`config.mk`:
```
export PLATFORM = sky130hd
export DESIGN_NAME = bcr_board_control
export DESIGN_NICKNAME = d
export VERILOG_FILES = /design/src/bcr_pkg.sv /design/src/bcr_board_control.sv
export VERILOG_INCLUDE_DIRS = /design/src /design/src/src
export SDC_FILE = /design/constraint.sdc
export NUM_CORES = 1
export LEC_CHECK = 0
export ABC_CLOCK_PERIOD_IN_PS = 5500
export BUFFER_PORTS_ARGS = -buffer_cell sky130_fd_sc_hd__buf_4
export CAP_MARGIN = 20
export CORE_ASPECT_RATIO = 1.2
export CORE_UTILIZATION = 50
export CTS_BUF_LIST = sky130_fd_sc_hd__clkbuf_4 sky130_fd_sc_hd__clkbuf_8 sky130_fd_sc_hd__clkbuf_16
export DETAILED_ROUTE_END_ITERATION = 7
export HOLD_SLACK_MARGIN = 0.12
export PLACE_DENSITY = 0.83
export SYNTH_ARGS = -nofsm -noshare
export SYNTH_HDL_FRONTEND = slang
export SYNTH_SLANG_ARGS = --single-unit
```
`constraint.sdc`:
```
create_clock -name clk_sys_in -period 5.5 [get_ports clk_sys_in]
set_clock_uncertainty 0.1 [all_clocks]
set_input_delay 0.275 -clock clk_sys_in [delete_from_list [all_inputs] [get_ports clk_sys_in]]
set_output_delay 0.275 -clock clk_sys_in [all_outputs]
set_load 0.01 [all_outputs]
```
`src/bcr_cfg.svh`:
```
// Offsets, field positions, reset values and timing counts of the board
// control register block.
// Assumes inclusion by its bare name from the package and the design file.
`ifndef BCR_CFG_SVH
`define BCR_CFG_SVH
`define BCR_OFF_CONTROL 8'h00
`define BCR_RESET_VALUE 32'h22020020
`define BCR_RW_MASK 32'h4fff3b37
`define BCR_B_SW_CLOCK 8
`define BCR_B_BURST_EN 9
`define BCR_B_BURST_BUSY 10
`define BCR_B_SW_TRIGGER 11
`define BCR_B_IBUF_EN 12
`define BCR_B_IBUF_CLEAR 13
`define BCR_B_THRESH_FLAG 14
`define BCR_B_OVERFLOW 15
`define BCR_B_SIMUL_OUT 18
`define BCR_B_BUF_OUT 19
`define BCR_B_OUT_SW_CLOCK 20
`define BCR_B_TRIG_DRIVE 21
`define BCR_B_RATE_C_EN 22
`define BCR_B_UNDERFLOW 23
`define BCR_B_SCLK_DRIVE 24
`define BCR_B_OFFSET_BIN 25
`define BCR_B_RATE_A_EN 26
`define BCR_B_RATE_B_EN 27
`define BCR_B_AUTOCAL 28
`define BCR_B_CAL_PASS 29
`define BCR_B_SWAP_DMA 30
`define BCR_B_INIT 31
`define BCR_INIT_TIME_NS 3000000
`define BCR_CLK_PERIOD_NS 5
`endif

```
`src/bcr_pkg.sv`:
```
// Types shared by the board control register block.
// Assumes the constants header is on the include path.
`include "bcr_cfg.svh"
package bcr_pkg;
  // Input source selection.
  typedef enum logic [2:0] {
    BCR_IN_DIFF = 3'h0,
    BCR_IN_SINGLE = 3'h1,
    BCR_IN_ZERO = 3'h2,
    BCR_IN_VREF = 3'h3,
    BCR_IN_LOOP0 = 3'h4,
    BCR_IN_LOOP1 = 3'h5,
    BCR_IN_LOOP2 = 3'h6,
    BCR_IN_LOOP3 = 3'h7
  } bcr_in_mode_t;
  // Voltage range selection.
  typedef enum logic [1:0] {
    BCR_RNG_2V5 = 2'h0,
    BCR_RNG_5V = 2'h1,
    BCR_RNG_10V = 2'h2,
    BCR_RNG_RSVD = 2'h3
  } bcr_range_t;
  // Sequencer states for calibration and initialization.
  typedef enum logic [1:0] {
    BCR_ST_IDLE = 2'h0,
    BCR_ST_CAL = 2'h1,
    BCR_ST_INIT = 2'h2
  } bcr_state_t;
  // Status arriving from the acquisition and buffer logic.
  typedef struct packed {
    logic burst_active;
    logic [18:0] ibuf_count;
    logic [18:0] ibuf_threshold;
    logic ibuf_overflow;
    logic ibuf_underflow;
    logic cal_done;
    logic cal_ok;
  } bcr_status_t;
  // Decoded controls toward the rest of the board.
  typedef struct packed {
    bcr_in_mode_t in_mode;
    bcr_range_t in_range;
    bcr_range_t out_range;
    logic in_sw_clock;
    logic in_sw_trigger;
    logic burst_en;
    logic ibuf_en;
    logic ibuf_clear;
    logic simul_out;
    logic buf_out;
    logic out_sw_clock;
    logic rate_a_en;
    logic rate_b_en;
    logic rate_c_en;
    logic offset_binary;
    logic swap_dma;
    logic cal_start;
    logic board_init;
    logic thresh_flag;
  } bcr_ctrl_t;
  // Whole module state.
  typedef struct packed {
    logic [31:0] word;
    bcr_state_t state;
    logic [19:0] init_cnt;
    logic [1:0] trig_sync;
    logic [1:0] sclk_sync;
  } bcr_regs_t;
endpackage

```
`src/bcr_board_control.sv`:
```
// Board control and status word of the analog input/output board.
// Assumes a single-word register port on the board clock; pins arrive
// asynchronously and are synchronised here.
// Function
// - Three-bit input mode selects sampled source
// - Input range field decodes, resets to 10V
// - Input software clock samples once, self-clears
// - Burst enable selects triggered burst acquisition
// - Burst busy reads high during burst
// - Input buffer accepts data only when enabled
// - Clear bit empties the input buffer
// - Threshold flag mirrored read-only in word
// - Sticky overflow flag until cleared or reset
// - Sticky underflow flag until written low
// - Output range field decodes, resets to 10V
// - Simultaneous bit chooses clocked output update
// - Buffered outputs bit selects output FIFO
// - Output software clock pulses once, self-clears
// - Trigger drive bit sets trigger pin direction
// - Rate-C generator runs only when enabled
// - Sample clock drive bit sets pin direction
// - Format bit selects offset binary, resets high
// - Rate-A and rate-B enables, reset low
// - Autocal starts, self-clears; pass bit behaviour
// - Swap bit exchanges demand-mode DMA channels
// - Initialize restores defaults, then self-clears
// - Flag high when count exceeds threshold
`timescale 1ns/1ps
`default_nettype none
`include "bcr_cfg.svh"
module bcr_board_control
  import bcr_pkg::*;
#(
  parameter int INIT_CYCLES =
    (`BCR_INIT_TIME_NS) / (`BCR_CLK_PERIOD_NS)
) (
  // Board clock, reset and the freeze control.
  input wire logic clk_sys_in,
  input wire logic resetn_in,
  input wire logic clk_en_in,
  // Register port; a single word, read data is combinational.
  input wire logic wr_en_in,
  input wire logic rd_en_in,
  input wire logic [7:0] addr_in,
  input wire logic [31:0] wr_data_in,
  output logic [31:0] rd_data_out,
  // Status from the acquisition side and decoded controls toward it.
  input wire bcr_status_t status_in,
  output bcr_ctrl_t ctrl_out,
  // Shared trigger pin; the enable is low while we drive it.
  input wire logic trig_pin_in,
  output logic trig_pin_out,
  output logic trig_pin_oe_n_out,
  output logic trig_in_out,
  // Sample clock pin, arranged the same way as the trigger pin.
  input wire logic sclk_pin_in,
  input wire logic sclk_drive_in,
  output logic sclk_pin_out,
  output logic sclk_pin_oe_n_out,
  output logic sclk_in_out,
  // High for the whole initialization walk.
  output logic init_busy_out
);

  // The init count must fit its twenty-bit counter and be at least one.
  initial begin
    if (INIT_CYCLES < 1 || INIT_CYCLES > 20'hfffff) begin
      $error("INIT_CYCLES out of range");
    end
  end

  localparam logic [19:0] INIT_LAST = 20'(INIT_CYCLES - 1);

  // Registered state and its next value.
  bcr_regs_t s_r;
  bcr_regs_t s_nxt;
  // Threshold comparison is combinational so the flag tracks the count.
  logic thresh_hit;
  // Write to the control word in this cycle.
  logic wr_hit;

  assign thresh_hit = status_in.ibuf_count > status_in.ibuf_threshold;
  assign wr_hit = wr_en_in && (addr_in == `BCR_OFF_CONTROL);

  // Next-state logic: bus writes, self-clearing bits, sticky flags.
  always_comb begin
    s_nxt = s_r;
    s_nxt.trig_sync = {s_r.trig_sync[0], trig_pin_in};
    s_nxt.sclk_sync = {s_r.sclk_sync[0], sclk_pin_in};
    // Single-shot clocks last exactly one cycle.
    s_nxt.word[`BCR_B_SW_CLOCK] = 1'b0;
    s_nxt.word[`BCR_B_OUT_SW_CLOCK] = 1'b0;
    s_nxt.word[`BCR_B_SW_TRIGGER] = 1'b0;
    s_nxt.word[`BCR_B_IBUF_CLEAR] = 1'b0;
    if (wr_hit) begin
      // Only writable bits change; read-only and reserved stay put.
      s_nxt.word = (s_r.word & ~(`BCR_RW_MASK)) |
        (wr_data_in & (`BCR_RW_MASK));
      // Sticky flags: a write of one leaves them, zero clears.
      s_nxt.word[`BCR_B_OVERFLOW] = s_r.word[`BCR_B_OVERFLOW] &
        wr_data_in[`BCR_B_OVERFLOW];
      s_nxt.word[`BCR_B_UNDERFLOW] = s_r.word[`BCR_B_UNDERFLOW] &
        wr_data_in[`BCR_B_UNDERFLOW];
      // Autocal is only started from idle; init starts from any state.
      s_nxt.word[`BCR_B_AUTOCAL] = s_r.word[`BCR_B_AUTOCAL] |
        (wr_data_in[`BCR_B_AUTOCAL] && s_r.state == BCR_ST_IDLE);
      s_nxt.word[`BCR_B_INIT] = s_r.word[`BCR_B_INIT] |
        wr_data_in[`BCR_B_INIT];
      if (wr_data_in[`BCR_B_AUTOCAL] && s_r.state == BCR_ST_IDLE) begin
        s_nxt.word[`BCR_B_CAL_PASS] = 1'b1;
        s_nxt.state = BCR_ST_CAL;
      end
      if (wr_data_in[`BCR_B_INIT]) begin
        s_nxt.state = BCR_ST_INIT;
        s_nxt.init_cnt = 20'h00000;
      end
    end
    // Hardware sets win over a same-cycle clear.
    if (status_in.ibuf_overflow) begin
      s_nxt.word[`BCR_B_OVERFLOW] = 1'b1;
    end
    if (status_in.ibuf_underflow) begin
      s_nxt.word[`BCR_B_UNDERFLOW] = 1'b1;
    end
    s_nxt.word[`BCR_B_BURST_BUSY] = status_in.burst_active &&
      s_r.word[`BCR_B_BURST_EN];
    s_nxt.word[`BCR_B_THRESH_FLAG] = thresh_hit;
    // Sequencer for calibration and board initialization.
    case (s_r.state)
      BCR_ST_IDLE: begin
        s_nxt.init_cnt = 20'h00000;
      end
      BCR_ST_CAL: begin
        // Completion clears the start bit and records the result.
        if (status_in.cal_done && !s_nxt.word[`BCR_B_INIT]) begin
          s_nxt.word[`BCR_B_AUTOCAL] = 1'b0;
          s_nxt.word[`BCR_B_CAL_PASS] = status_in.cal_ok;
          s_nxt.state = BCR_ST_IDLE;
        end
      end
      BCR_ST_INIT: begin
        // Holding defaults keeps software from racing the restore.
        s_nxt.word = `BCR_RESET_VALUE;
        s_nxt.word[`BCR_B_INIT] = 1'b1;
        s_nxt.init_cnt = s_r.init_cnt + 20'h00001;
        if (s_r.init_cnt == INIT_LAST) begin
          s_nxt.word[`BCR_B_INIT] = 1'b0;
          s_nxt.state = BCR_ST_IDLE;
          s_nxt.init_cnt = 20'h00000;
        end
      end
      default: begin
        s_nxt.state = BCR_ST_IDLE;
      end
    endcase
  end

  // State register; the clock enable freezes everything.
  always_ff @(posedge clk_sys_in or negedge resetn_in) begin
    if (!resetn_in) begin
      s_r <= '{word: `BCR_RESET_VALUE, state: BCR_ST_IDLE,
        init_cnt: 20'h00000, trig_sync: 2'h0, sclk_sync: 2'h0};
    end else if (clk_en_in) begin
      s_r <= s_nxt;
    end
  end

  // Read data: one word, other offsets read zero.
  // Kept combinational so a read costs no wait state on the bus.
  always_comb begin
    rd_data_out = 32'h00000000;
    if (rd_en_in && addr_in == `BCR_OFF_CONTROL) begin
      rd_data_out = s_r.word;
    end
  end

  // Decoded control fields; all come straight from the register.
  always_comb begin
    ctrl_out.in_mode = bcr_in_mode_t'(s_r.word[2:0]);
    ctrl_out.in_range = bcr_range_t'(s_r.word[5:4]);
    ctrl_out.out_range = bcr_range_t'(s_r.word[17:16]);
    ctrl_out.in_sw_clock = s_r.word[`BCR_B_SW_CLOCK];
    ctrl_out.in_sw_trigger = s_r.word[`BCR_B_SW_TRIGGER];
    ctrl_out.burst_en = s_r.word[`BCR_B_BURST_EN];
    ctrl_out.ibuf_en = s_r.word[`BCR_B_IBUF_EN];
    ctrl_out.ibuf_clear = s_r.word[`BCR_B_IBUF_CLEAR];
    ctrl_out.simul_out = s_r.word[`BCR_B_SIMUL_OUT];
    ctrl_out.buf_out = s_r.word[`BCR_B_BUF_OUT];
    ctrl_out.out_sw_clock = s_r.word[`BCR_B_OUT_SW_CLOCK];
    ctrl_out.rate_a_en = s_r.word[`BCR_B_RATE_A_EN];
    ctrl_out.rate_b_en = s_r.word[`BCR_B_RATE_B_EN];
    ctrl_out.rate_c_en = s_r.word[`BCR_B_RATE_C_EN];
    ctrl_out.offset_binary = s_r.word[`BCR_B_OFFSET_BIN];
    ctrl_out.swap_dma = s_r.word[`BCR_B_SWAP_DMA];
    ctrl_out.cal_start = s_r.state == BCR_ST_CAL;
    ctrl_out.board_init = s_r.state == BCR_ST_INIT;
    ctrl_out.thresh_flag = s_r.word[`BCR_B_THRESH_FLAG];
  end

  // Pin directions: enable is low while we drive the pin.
  // The input copies are gated by the current drive bit, so a driven pin does not echo back
  // into our own trigger or clock logic while driven; levels synchronised before release still show for two cycles.
  assign trig_pin_oe_n_out = ~s_r.word[`BCR_B_TRIG_DRIVE];
  assign trig_pin_out = s_r.word[`BCR_B_SW_TRIGGER];
  assign trig_in_out = s_r.trig_sync[1] & ~s_r.word[`BCR_B_TRIG_DRIVE];
  assign sclk_pin_oe_n_out = ~s_r.word[`BCR_B_SCLK_DRIVE];
  assign sclk_pin_out = sclk_drive_in;
  assign sclk_in_out = s_r.sclk_sync[1] & ~s_r.word[`BCR_B_SCLK_DRIVE];
  assign init_busy_out = s_r.state == BCR_ST_INIT;

  // Software clocks stay high for one cycle only.
  a_sw_clock_pulse: assert property (@(posedge clk_sys_in)
    disable iff (!resetn_in)
    clk_en_in && s_r.word[`BCR_B_SW_CLOCK] && !wr_hit |=>
      !s_r.word[`BCR_B_SW_CLOCK])
    else $error("input sw clock did not clear");
  a_out_clock_pulse: assert property (@(posedge clk_sys_in)
    disable iff (!resetn_in)
    clk_en_in && s_r.word[`BCR_B_OUT_SW_CLOCK] && !wr_hit |=>
      !s_r.word[`BCR_B_OUT_SW_CLOCK])
    else $error("output sw clock did not clear");
  a_overflow_sticky: assert property (@(posedge clk_sys_in)
    disable iff (!resetn_in)
    clk_en_in && status_in.ibuf_overflow && s_r.state != BCR_ST_INIT |=>
      s_r.word[`BCR_B_OVERFLOW])
    else $error("overflow not captured");
  a_underflow_hold: assert property (@(posedge clk_sys_in)
    disable iff (!resetn_in)
    clk_en_in && s_r.word[`BCR_B_UNDERFLOW] && !wr_hit &&
      s_r.state != BCR_ST_INIT |=> s_r.word[`BCR_B_UNDERFLOW])
    else $error("underflow lost");
  a_thresh_track: assert property (@(posedge clk_sys_in)
    disable iff (!resetn_in)
    clk_en_in && s_r.state != BCR_ST_INIT |=>
      s_r.word[`BCR_B_THRESH_FLAG] == $past(thresh_hit))
    else $error("threshold flag wrong");
  a_trig_direction: assert property (@(posedge clk_sys_in)
    disable iff (!resetn_in)
    clk_en_in && wr_hit && s_r.state != BCR_ST_INIT |=>
      trig_pin_oe_n_out == !$past(wr_data_in[`BCR_B_TRIG_DRIVE]))
    else $error("trigger pin direction wrong");
  a_init_restore: assert property (@(posedge clk_sys_in)
    disable iff (!resetn_in)
    clk_en_in && wr_hit && wr_data_in[`BCR_B_INIT] ##1 clk_en_in |=>
      s_r.word[29:0] == 30'(`BCR_RESET_VALUE))
    else $error("defaults not restored");
  a_ro_ignored: assert property (@(posedge clk_sys_in)
    disable iff (!resetn_in)
    clk_en_in && wr_hit && s_r.state == BCR_ST_IDLE &&
      !wr_data_in[`BCR_B_AUTOCAL] && !wr_data_in[`BCR_B_INIT] |=>
      s_r.word[`BCR_B_CAL_PASS] == $past(s_r.word[`BCR_B_CAL_PASS]))
    else $error("read-only pass bit written");
  a_cal_pass_start: assert property (@(posedge clk_sys_in)
    disable iff (!resetn_in)
    clk_en_in && wr_hit && wr_data_in[`BCR_B_AUTOCAL] &&
      !wr_data_in[`BCR_B_INIT] && s_r.state == BCR_ST_IDLE |=>
      s_r.word[`BCR_B_CAL_PASS] && s_r.state == BCR_ST_CAL)
    else $error("pass bit not set at cal start");

  // Busy follows an active burst while bursts are enabled.
  a_busy_set: assert property (@(posedge clk_sys_in)
    disable iff (!resetn_in)
    clk_en_in && s_r.state != BCR_ST_INIT && status_in.burst_active &&
      s_r.word[`BCR_B_BURST_EN] |=> s_r.word[`BCR_B_BURST_BUSY])
    else $error("burst busy not set");

  // Busy drops once the burst is over.
  a_busy_clear: assert property (@(posedge clk_sys_in)
    disable iff (!resetn_in)
    clk_en_in && !status_in.burst_active |=>
      !s_r.word[`BCR_B_BURST_BUSY])
    else $error("burst busy not cleared");

  // A write of zero clears overflow when no new overflow arrives.
  a_overflow_clear: assert property (@(posedge clk_sys_in)
    disable iff (!resetn_in)
    clk_en_in && wr_hit && !wr_data_in[`BCR_B_OVERFLOW] &&
      !status_in.ibuf_overflow && s_r.state != BCR_ST_INIT |=>
      !s_r.word[`BCR_B_OVERFLOW])
    else $error("overflow not cleared");

  // Completion drops the start bit and records the outcome.
  a_cal_done: assert property (@(posedge clk_sys_in)
    disable iff (!resetn_in)
    clk_en_in && s_r.state == BCR_ST_CAL && status_in.cal_done &&
      !(wr_hit && wr_data_in[`BCR_B_INIT]) |=>
      !s_r.word[`BCR_B_AUTOCAL] &&
      s_r.word[`BCR_B_CAL_PASS] == $past(status_in.cal_ok))
    else $error("autocal did not complete");

  // Every bit but initialize holds its default during the walk.
  a_init_hold: assert property (@(posedge clk_sys_in)
    disable iff (!resetn_in)
    clk_en_in && s_r.state == BCR_ST_INIT |=>
      s_r.word[30:0] == 31'(`BCR_RESET_VALUE))
    else $error("defaults not held in init");

  // The last count lets go of the initialize bit and the busy flag.
  a_init_release: assert property (@(posedge clk_sys_in)
    disable iff (!resetn_in)
    clk_en_in && s_r.state == BCR_ST_INIT && s_r.init_cnt == INIT_LAST |=>
      !s_r.word[`BCR_B_INIT] && !init_busy_out)
    else $error("init did not release");

  // The buffer clear strobe lasts a single cycle.
  a_clear_pulse: assert property (@(posedge clk_sys_in)
    disable iff (!resetn_in)
    clk_en_in && s_r.word[`BCR_B_IBUF_CLEAR] && !wr_hit |=>
      !s_r.word[`BCR_B_IBUF_CLEAR])
    else $error("buffer clear did not end");

  // A written sample clock direction reaches the pin enable.
  a_sclk_direction: assert property (@(posedge clk_sys_in)
    disable iff (!resetn_in)
    clk_en_in && wr_hit && s_r.state != BCR_ST_INIT |=>
      sclk_pin_oe_n_out == !$past(wr_data_in[`BCR_B_SCLK_DRIVE]))
    else $error("sample clock direction wrong");

  // While we drive the trigger pin, our own level is not an input.
  a_trig_gate: assert property (@(posedge clk_sys_in)
    disable iff (!resetn_in)
    !trig_pin_oe_n_out |-> !trig_in_out)
    else $error("driven trigger seen as input");

  // A written input mode shows on the decoded control next cycle.
  a_mode_follow: assert property (@(posedge clk_sys_in)
    disable iff (!resetn_in)
    clk_en_in && wr_hit && s_r.state != BCR_ST_INIT |=>
      ctrl_out.in_mode == $past(wr_data_in[2:0]))
    else $error("input mode not taken");

  // Both range fields take the written codes, reserved code too.
  a_range_follow: assert property (@(posedge clk_sys_in)
    disable iff (!resetn_in)
    clk_en_in && wr_hit && s_r.state != BCR_ST_INIT |=>
      s_r.word[5:4] == $past(wr_data_in[5:4]) &&
      s_r.word[17:16] == $past(wr_data_in[17:16]))
    else $error("range fields not taken");

  // Reserved low bits never pick up written ones.
  a_reserved_zero: assert property (@(posedge clk_sys_in)
    disable iff (!resetn_in)
    clk_en_in && wr_hit |=>
      s_r.word[3] == 1'b0 && s_r.word[7:6] == 2'h0)
    else $error("reserved bits not zero");

endmodule
`default_nettype wire

```
==> results of run 1 <==
## state kept, by name (all words and copies together), names as in the netlist
register	count
ctrl_out	21
s_r	32
s_nxt	2
## tightest hold or removal path, delay by kind of cell
family | cells | cell delay (ps)
compound gates | 2 | 160
buf+inv | 1 | 70
## report_power, final
part | internal [mW] | switching (mW) | leakage, nW
Sequential | 0.425 | 0.0134 | 0.723
Combinational | 0.103 | 0.0899 | 1.67
Clock | 0.185 | 0.140 | 0.0703
Total | 0.713 | 0.243 | 2.46
## area by class of cell
| type | count | area share [%] |
|---|---|---|
| Multi-Input combinational cell | 274 | 37.93 |
| Sequential cell | 55 | 27.70 |
| Timing Repair Buffer | 168 | 26.59 |
| Inverter | 37 | 2.785 |
| Tap cell | 87 | 2.183 |
| Clock inverter | 3 | 1.430 |
| Clock buffer | 5 | 1.380 |
## per-layer routing
| layer | up-vias | wire [µm] | track usage, % |
|---|---|---|---|
| li1 | 1689 | - | - |
| met1 | 1677 | 3932 | 27.46 |
| met2 | 126 | 5553 | 53.70 |
| met3 | 36 | 598 | 5.687 |
| met4 | 0 | 339 | 9.821 |
| met5 | - | 0 | 0 |
## kinds of logic after synthesis
family | count (synthesis) | synth area share [%]
AO/OA/AOI/OAI | 109 | 20.67
adder cells (fa/ha/maj) | 24 | 8.186
buffers and inverters | 78 | 10.98
flip-flops | 55 | 37.65
multiplexers | 6 | 1.808
other | 1 | 0.1022
AND/OR/NAND/NOR | 132 | 20.60
## cell usage after synthesis, types with 2 or more instances
cell type | n | area share (%)
o31ai_1 | 2 | 0.41
buf_4 | 26 | 5.3
o31a_1 | 4 | 0.95
and4_1 | 5 | 1.2
a22o_1 | 19 | 4.5
a21o_1 | 5 | 1.0
and3_1 | 6 | 1.0
dfstp_2 | 4 | 2.9
o21a_1 | 3 | 0.61
dfrtp_1 | 51 | 35
a2bb2oi_2 | 2 | 0.82
o22a_1 | 3 | 0.72
a21oi_1 | 21 | 2.9
nand3_1 | 12 | 1.6
nor2b_1 | 3 | 0.51
a21boi_0 | 3 | 0.61
nand2_1 | 29 | 3.0
nand4_1 | 10 | 1.7
o2bb2ai_1 | 3 | 0.72
o21ai_0 | 28 | 3.8
o22ai_1 | 4 | 0.68
nor4_1 | 4 | 0.68
inv_1 | 37 | 3.8
nor4_2 | 2 | 0.68
mux2_2 | 5 | 1.5
nor3_1 | 9 | 1.2
ha_1 | 24 | 8.2
and2_1 | 31 | 5.3
clkbuf_1 | 9 | 0.92
nor2_1 | 11 | 1.1
buf_2 | 4 | 0.55
## worst min-delay path by stage
| stage | startpoint | endpoint | slack, ps | cells past startpoint |
|---|---|---|---|---|
| 5_1_grt | status_in[3] | s_r[41] | 200 | 3 |
| 3_5_place_dp | resetn_in | ctrl_out[7] | 260 | 1 |
| 2_1_floorplan | resetn_in | ctrl_out[0] | -120 | 0 |
| 3_3_place_gp | resetn_in | ctrl_out[10] | 260 | 1 |
| 6_report | status_in[3] | s_r[41] | 150 | 3 |
| 4_1_cts | status_in[3] | s_r[41] | 140 | 3 |
==> parameters.txt, run 1 <==
Parameter                              Value

Placed design
  Cell area after placement    4587 µm²
  Total of buffers placed on input and output ports    141
  Total placed cells including tap cells    595
  Minimum setup slack after placement    2915 ps
  Hpwl dp    7.306 mm
  Placer Congestion    0.9081

Die
  Die boundary width    between 80 and 90 µm
  Die boundary height    95.83 µm
  Full die area    7685 µm²
  Std-Cell Rows    33
  I/O pin cnt    around 150
  Initial standard-cell utilization of the core    52.57%
  CORE AREA    6978 µm²

Run status
  Status    finished clean

Pwr
  Max rail drop VDD    roughly 0.18 mV
  Total leakage power    2.461 nW
  Post-layout total power    0.9554 mW
  Power per Cell Area    between 150 and 200 nW/µm²

Layout
  Utilization after layout    71.47%
  Summed area of non-filler cells in the final layout    4987 µm²
  Layout Cells excl Fill    629
  Most common cell after layout, fill and taps aside    buf_4
  Layout filler cell count    505
  Area growth, synth to finish    35.95%
  Most used cells in the layout excluding fill and tap cells    buf_4, dfrtp_1, inv_1
  Total number of nets in the final design    656
  Footprint of the flip-flops and latches    approximately 1400 µm²
  Number of antenna diodes    0
  Layout cell share with drive strength beyond 1    31.18%
  Multi-input gate area    1892 µm²

Yosys
  Number of warning messages in the yosys log    0
  Synthesized instance count    405
  Ys flop type    dfrtp_1
  Unique cell type count in the Yosys netlist    57
  Share of synthesized area occupied by flip-flops and latches    37.65%
  Fraction of registers with async set or reset after synthesis    100.0%
  Mapped Area    3669 µm²
  Number of register bits inferred by synthesis    55
  Mean instance size in the synthesized netlist    9.058 µm²
  EDFF count, synth    0

Worst setup path
  Element type at the critical path end    flip-flop
  Crit-path leading delay family    compound AO/OA/AOI/OAI gates
  Reg2reg end    s_r[18]
  R2r setup slk    2810 ps
  Worst reg2reg path startpoint    s_r[24]
  Slowest CP cell    or2_1
  Kind of critical path    flip-flop to flip-flop
  CP Max Fanout    15
  R2R depth    6
  Setup crit start    s_r[24]
  Critical path destination    s_r[18]
  Critical path's largest stage delay    620 ps
  CP startpoint kind    flip-flop
  Arrival time reported for the critical path endpoint    2790 ps
  Critical path depth in cells    6
  Critical path buffer and inverter count    1
  Cell Chain, Critical Path    inv_1, ha_1, a311oi_1, or2_1, nor2_4, a221o_1
  Critical path required time    5600 ps

Clocking
  CTS tree    built
  Root buf cell    clkbuf_8
  Clk Latency, worst-skew pair    310 ps
  Total clock buffers created by CTS    5
  Number of hold-repair buffers added at the cts stage    26
  Clock sinks    55
  Number of resized instances in the post-cts repair step    0
  Clk pin slew, worst setup/hold paths    100 ps
  Clock H-tree levels    2
  Max Buffers Root-to-Sink    2
  Number of setup buffers added after CTS    0

Route
  Antenna violation net count after detailed routing    0
  Drt first pass iters    4
  Routed wire length    approximately 10 mm
  Avg Vias per Cell    5.609
  Average detailed-routed wire length per instance    16.57 µm
  Via total after detailed routing    3528
  Drt first-iter violations    132
  DRC violations left    0

STA
  Worst Max-Slew Pin Slew    849.7 ps
  Final worst path period need    between 2000 and 3000 ps
  Tightest hold margin    approximately 150 ps
  Smallest setup slack after layout    2813 ps
  Max Clock Freq    around 0.37 GHz
  Max_slew headroom    43.14%
  Final setup fails    0
  Unrepaired setup endpoints after global routing    no
  Count of final max-slew check failures    0
  Final total negative setup slack    0 ps
  Ratio of final minimum period to clock period    48.85%
  Number of hold-slack violations in the final timing report    0

GRT
  Number of antenna violations at the first check in global routing    0
  Maximum number of pins on one net before global-route repair    between 50 and 60
  Residual overflow from global routing    0
  Global-route wire length before repair    16.15 mm
  Aggregate global-route resource usage    27.09%
  Number of global-route vias before repair    ~3500

Run
  Maximum capacitance violations    0

Worst hold path
  Min-delay worst type    primary input to flip-flop
Power figures use the tool's default switching activity.
==> run 2, diff against run 1 <==
--- a/config.mk
+++ b/config.mk
@@ -6,15 +6,15 @@
 export SDC_FILE = /design/constraint.sdc
 export NUM_CORES = 1
 export LEC_CHECK = 0
-export ABC_CLOCK_PERIOD_IN_PS = 5500
+export ABC_CLOCK_PERIOD_IN_PS = 2400
 export BUFFER_PORTS_ARGS = -buffer_cell sky130_fd_sc_hd__buf_4
 export CAP_MARGIN = 20
 export CORE_ASPECT_RATIO = 1.2
-export CORE_UTILIZATION = 50
+export CORE_UTILIZATION = 44
 export CTS_BUF_LIST = sky130_fd_sc_hd__clkbuf_4 sky130_fd_sc_hd__clkbuf_8 sky130_fd_sc_hd__clkbuf_16
 export DETAILED_ROUTE_END_ITERATION = 7
 export HOLD_SLACK_MARGIN = 0.12
-export PLACE_DENSITY = 0.83
+export PLACE_DENSITY = 0.77
 export SYNTH_ARGS = -nofsm -noshare
 export SYNTH_HDL_FRONTEND = slang
 export SYNTH_SLANG_ARGS = --single-unit
==> constraint.sdc (replaced) <==
create_clock -name clk_sys_in -period 2.4 [get_ports clk_sys_in]
set_clock_uncertainty 0.1 [all_clocks]
set_input_delay 0.12 -clock clk_sys_in [delete_from_list [all_inputs] [get_ports clk_sys_in]]
set_output_delay 0.12 -clock clk_sys_in [all_outputs]
set_load 0.01 [all_outputs]
==> run 2 against run 1 <==
  * Clock power up 69%
  * Clock-buffer cell count unchanged
  * Cell count rose by 3.7%
  * Global-route usage fell by 3.1 points
  * Combinational power rose by 140%
  * First-iteration DRC count increased by 20%
  * Worst setup slack worse by 2600 ps
  * Register-to-register slack worse by 2600 ps
  * Worst hold slack lost 12 ps
  * Critical path type unchanged
  * Die area up 13%
  * Core utilization decreased by 8.8 points
  * Critical endpoint is now s_r[55]
  * Fmax grew 20%
==> parameters.txt, run 2 (synthesis gave the netlist of run 1 again) <==
Parameter                              Value

Worst setup path
  CP Max Fanout    5 (was 15)
  Element type at the critical path end    flip-flop (unchanged)
  Arrival time reported for the critical path endpoint    2400 ps (was 2790 ps)
  Critical path required time    2570 ps (was 5600 ps)
  Worst reg2reg path startpoint    s_r[25] (was s_r[24])
  Kind of critical path    flip-flop to flip-flop (unchanged)
  R2R depth    7 (was 6)
  Reg2reg end    s_r[55] (was s_r[18])
  R2r setup slk    170 ps (was 2810 ps)
  CP startpoint kind    flip-flop (unchanged)

Clocking
  CTS tree    built (unchanged)
  Max Buffers Root-to-Sink    2 (unchanged)
  Total clock buffers created by CTS    5 (unchanged)
  Clk Latency, worst-skew pair    320 ps (was 310 ps)
  Root buf cell    clkbuf_8 (unchanged)
  Clock H-tree levels    2 (unchanged)
  Clock sinks    55 (unchanged)
  Clk pin slew, worst setup/hold paths    100 ps (about the same)

GRT
  Aggregate global-route resource usage    23.96% (was 27.09%)
  Global-route wire length before repair    16.55 mm (was 16.15 mm)
  Number of antenna violations at the first check in global routing    0 (unchanged)
  Number of global-route vias before repair    3524 (was 3504)
  Maximum number of pins on one net before global-route repair    56 (unchanged)
  Residual overflow from global routing    0 (unchanged)

Layout
  Number of antenna diodes    0 (unchanged)
  Layout Cells excl Fill    652 (was 629)
  Max FFs per register    32 (unchanged)
  Summed area of non-filler cells in the final layout    5084 µm² (was 4987 µm²)
  Most common cell after layout, fill and taps aside    buf_4 (unchanged)
  Area growth, synth to finish    38.57% (was 35.95%)
  Layout cell share with drive strength beyond 1    31.96% (was 31.18%)
  Utilization after layout    62.70% (was 71.47%)
  Most used cells in the layout excluding fill and tap cells    buf_4, dfrtp_1, inv_1 (unchanged)
  Register name with the most flops    s_r (unchanged)
  Total number of nets in the final design    671 (was 656)

Pwr
  Total leakage power    2.517 nW (was 2.461 nW)
  Power per Cell Area    395.5 nW/µm² (was 191.6 nW/µm²)
  Post-layout total power    2.011 mW (was 0.9554 mW)
  Max rail drop VDD    0.2034 mV (was 0.1754 mV)

Die
  Std-Cell Rows    36 (was 33)
  Full die area    8708 µm² (was 7685 µm²)
  Die boundary width    85.36 µm (was 80.20 µm)
  Initial standard-cell utilization of the core    45.25% (was 52.57%)
  I/O pin cnt    153 (unchanged)
  Die boundary height    102.0 µm (was 95.83 µm)
  CORE AREA    8108 µm² (was 6978 µm²)

STA
  Count of final max-slew check failures    0 (unchanged)
  Max_slew headroom    53.47% (was 43.14%)
  Number of hold-slack violations in the final timing report    0 (unchanged)
  Final worst path period need    2232 ps (was 2687 ps)
  Worst Max-Slew Pin Slew    697.9 ps (was 849.7 ps)
  Final total negative setup slack    0 ps (unchanged)
  Unrepaired setup endpoints after global routing    no (unchanged)
  Max Clock Freq    0.4480 GHz (was 0.3722 GHz)
  Ratio of final minimum period to clock period    93.00% (was 48.85%)
  Final setup fails    0 (unchanged)
  Tightest hold margin    140.0 ps (was 152.2 ps)
  Smallest setup slack after layout    167.9 ps (was 2813 ps)

Route
  Topmost layer with routed signal wires    met4 (unchanged)
  Average detailed-routed wire length per instance    15.81 µm (was 16.57 µm)
  DRC violations left    0 (unchanged)
  Drt first-iter violations    159 (was 132)
  Avg Vias per Cell    5.419 (was 5.609)
  Routed wire length    10.31 mm (was 10.42 mm)
  Drt first pass iters    4 (unchanged)
  Metal3 WL    721 µm (was 598 µm)
  Antenna violation net count after detailed routing    0 (unchanged)
  Via total after detailed routing    3533 (was 3528)
  Met1 wire length    4.049 mm (was 3.932 mm)
  DR WL met2    5.273 mm (was 5.553 mm)

Worst hold path
  Min-delay src    sclk_drive_in (was status_in[3])
  End point of the worst hold path    sclk_pin_out (was s_r[41])
  Min-delay worst type    primary input to output pin (was primary input to flip-flop)
  Number of cells on the worst hold path    0 (was 3)

Placed design
  Hpwl dp    7.603 mm (was 7.306 mm)
  Placer Congestion    0.8513 (was 0.9081)
  Total placed cells including tap cells    611 (was 595)
  Total of buffers placed on input and output ports    141 (unchanged)
  Minimum setup slack after placement    175.1 ps (was 2915 ps)
  Cell area after placement    4657 µm² (was 4587 µm²)

Run status
  Status    finished clean (unchanged)

Run
  Maximum capacitance violations    0 (unchanged)
==> run 2: cell types whose count changed in the layout (fill, tap and decap cells not counted) <==
cell	change
buf_4	+8
bufinv_16	-2
clkinv_4	+1
clkinvlp_4	+1
dlygate4sd3_1	+7
or2_1	-1
or2_2	+1
==> run 2: per-layer routing <==
metal | GRT usage (%) | up-vias
met1 | 27.66 | 1628
li1 | - | 1724
met2 | 45.04 | 157
met5 | 0 | -
met4 | 7.564 | 0
met3 | 4.443 | 24
==> run 2: timing repair <==
item	4_1_cts	5_1_grt
hold endpoints to repair	81	0
hold buffers	33	0
endpoints found under the setup margin	0	1
resized for setup	0	1
setup buffers	0	0
==> run 2: area by class of cell <==
type                    count  area (µm²)
clock inverters             3       27.53
inverters                  37       138.9
clock buffers               5       68.82
fillers                   646        3024
multi-input cells         274        1892
flip-flops and latches     55        1381
repair buffers            183        1456
well taps                  95       118.9
==> run 2: worst max-delay path: stages (launching register included) <==
cell           delay [ps]
dfrtp_1               420
inv_1                 120
ha_1                  260
a21boi_0              270
a311o_1               200
o21ai_0               100
a21oi_1               140
dlygate4sd3_1         560
==> run 2: power breakdown <==
| group | total [mW] | leakage (nW) | switching [mW] | internal (mW) |
|---|---|---|---|---|
| registers | 1.00 | 0.723 | 0.0284 | 0.974 |
| logic | 0.459 | 1.75 | 0.207 | 0.252 |
| clock network | 0.549 | 0.0463 | 0.334 | 0.215 |
==> run 2: worst max-delay path by stage <==
stage	slack [ps]	cells after the start	to	startpoint
after floorplan	340	9	s_r[17]	s_r[24]
after global placement	220	6	s_r[18]	s_r[24]
after detailed placement	180	6	s_r[18]	s_r[24]
after CTS	160	6	s_r[18]	s_r[24]
after global routing	80	7	s_r[55]	s_r[25]
final	170	7	s_r[55]	s_r[25]
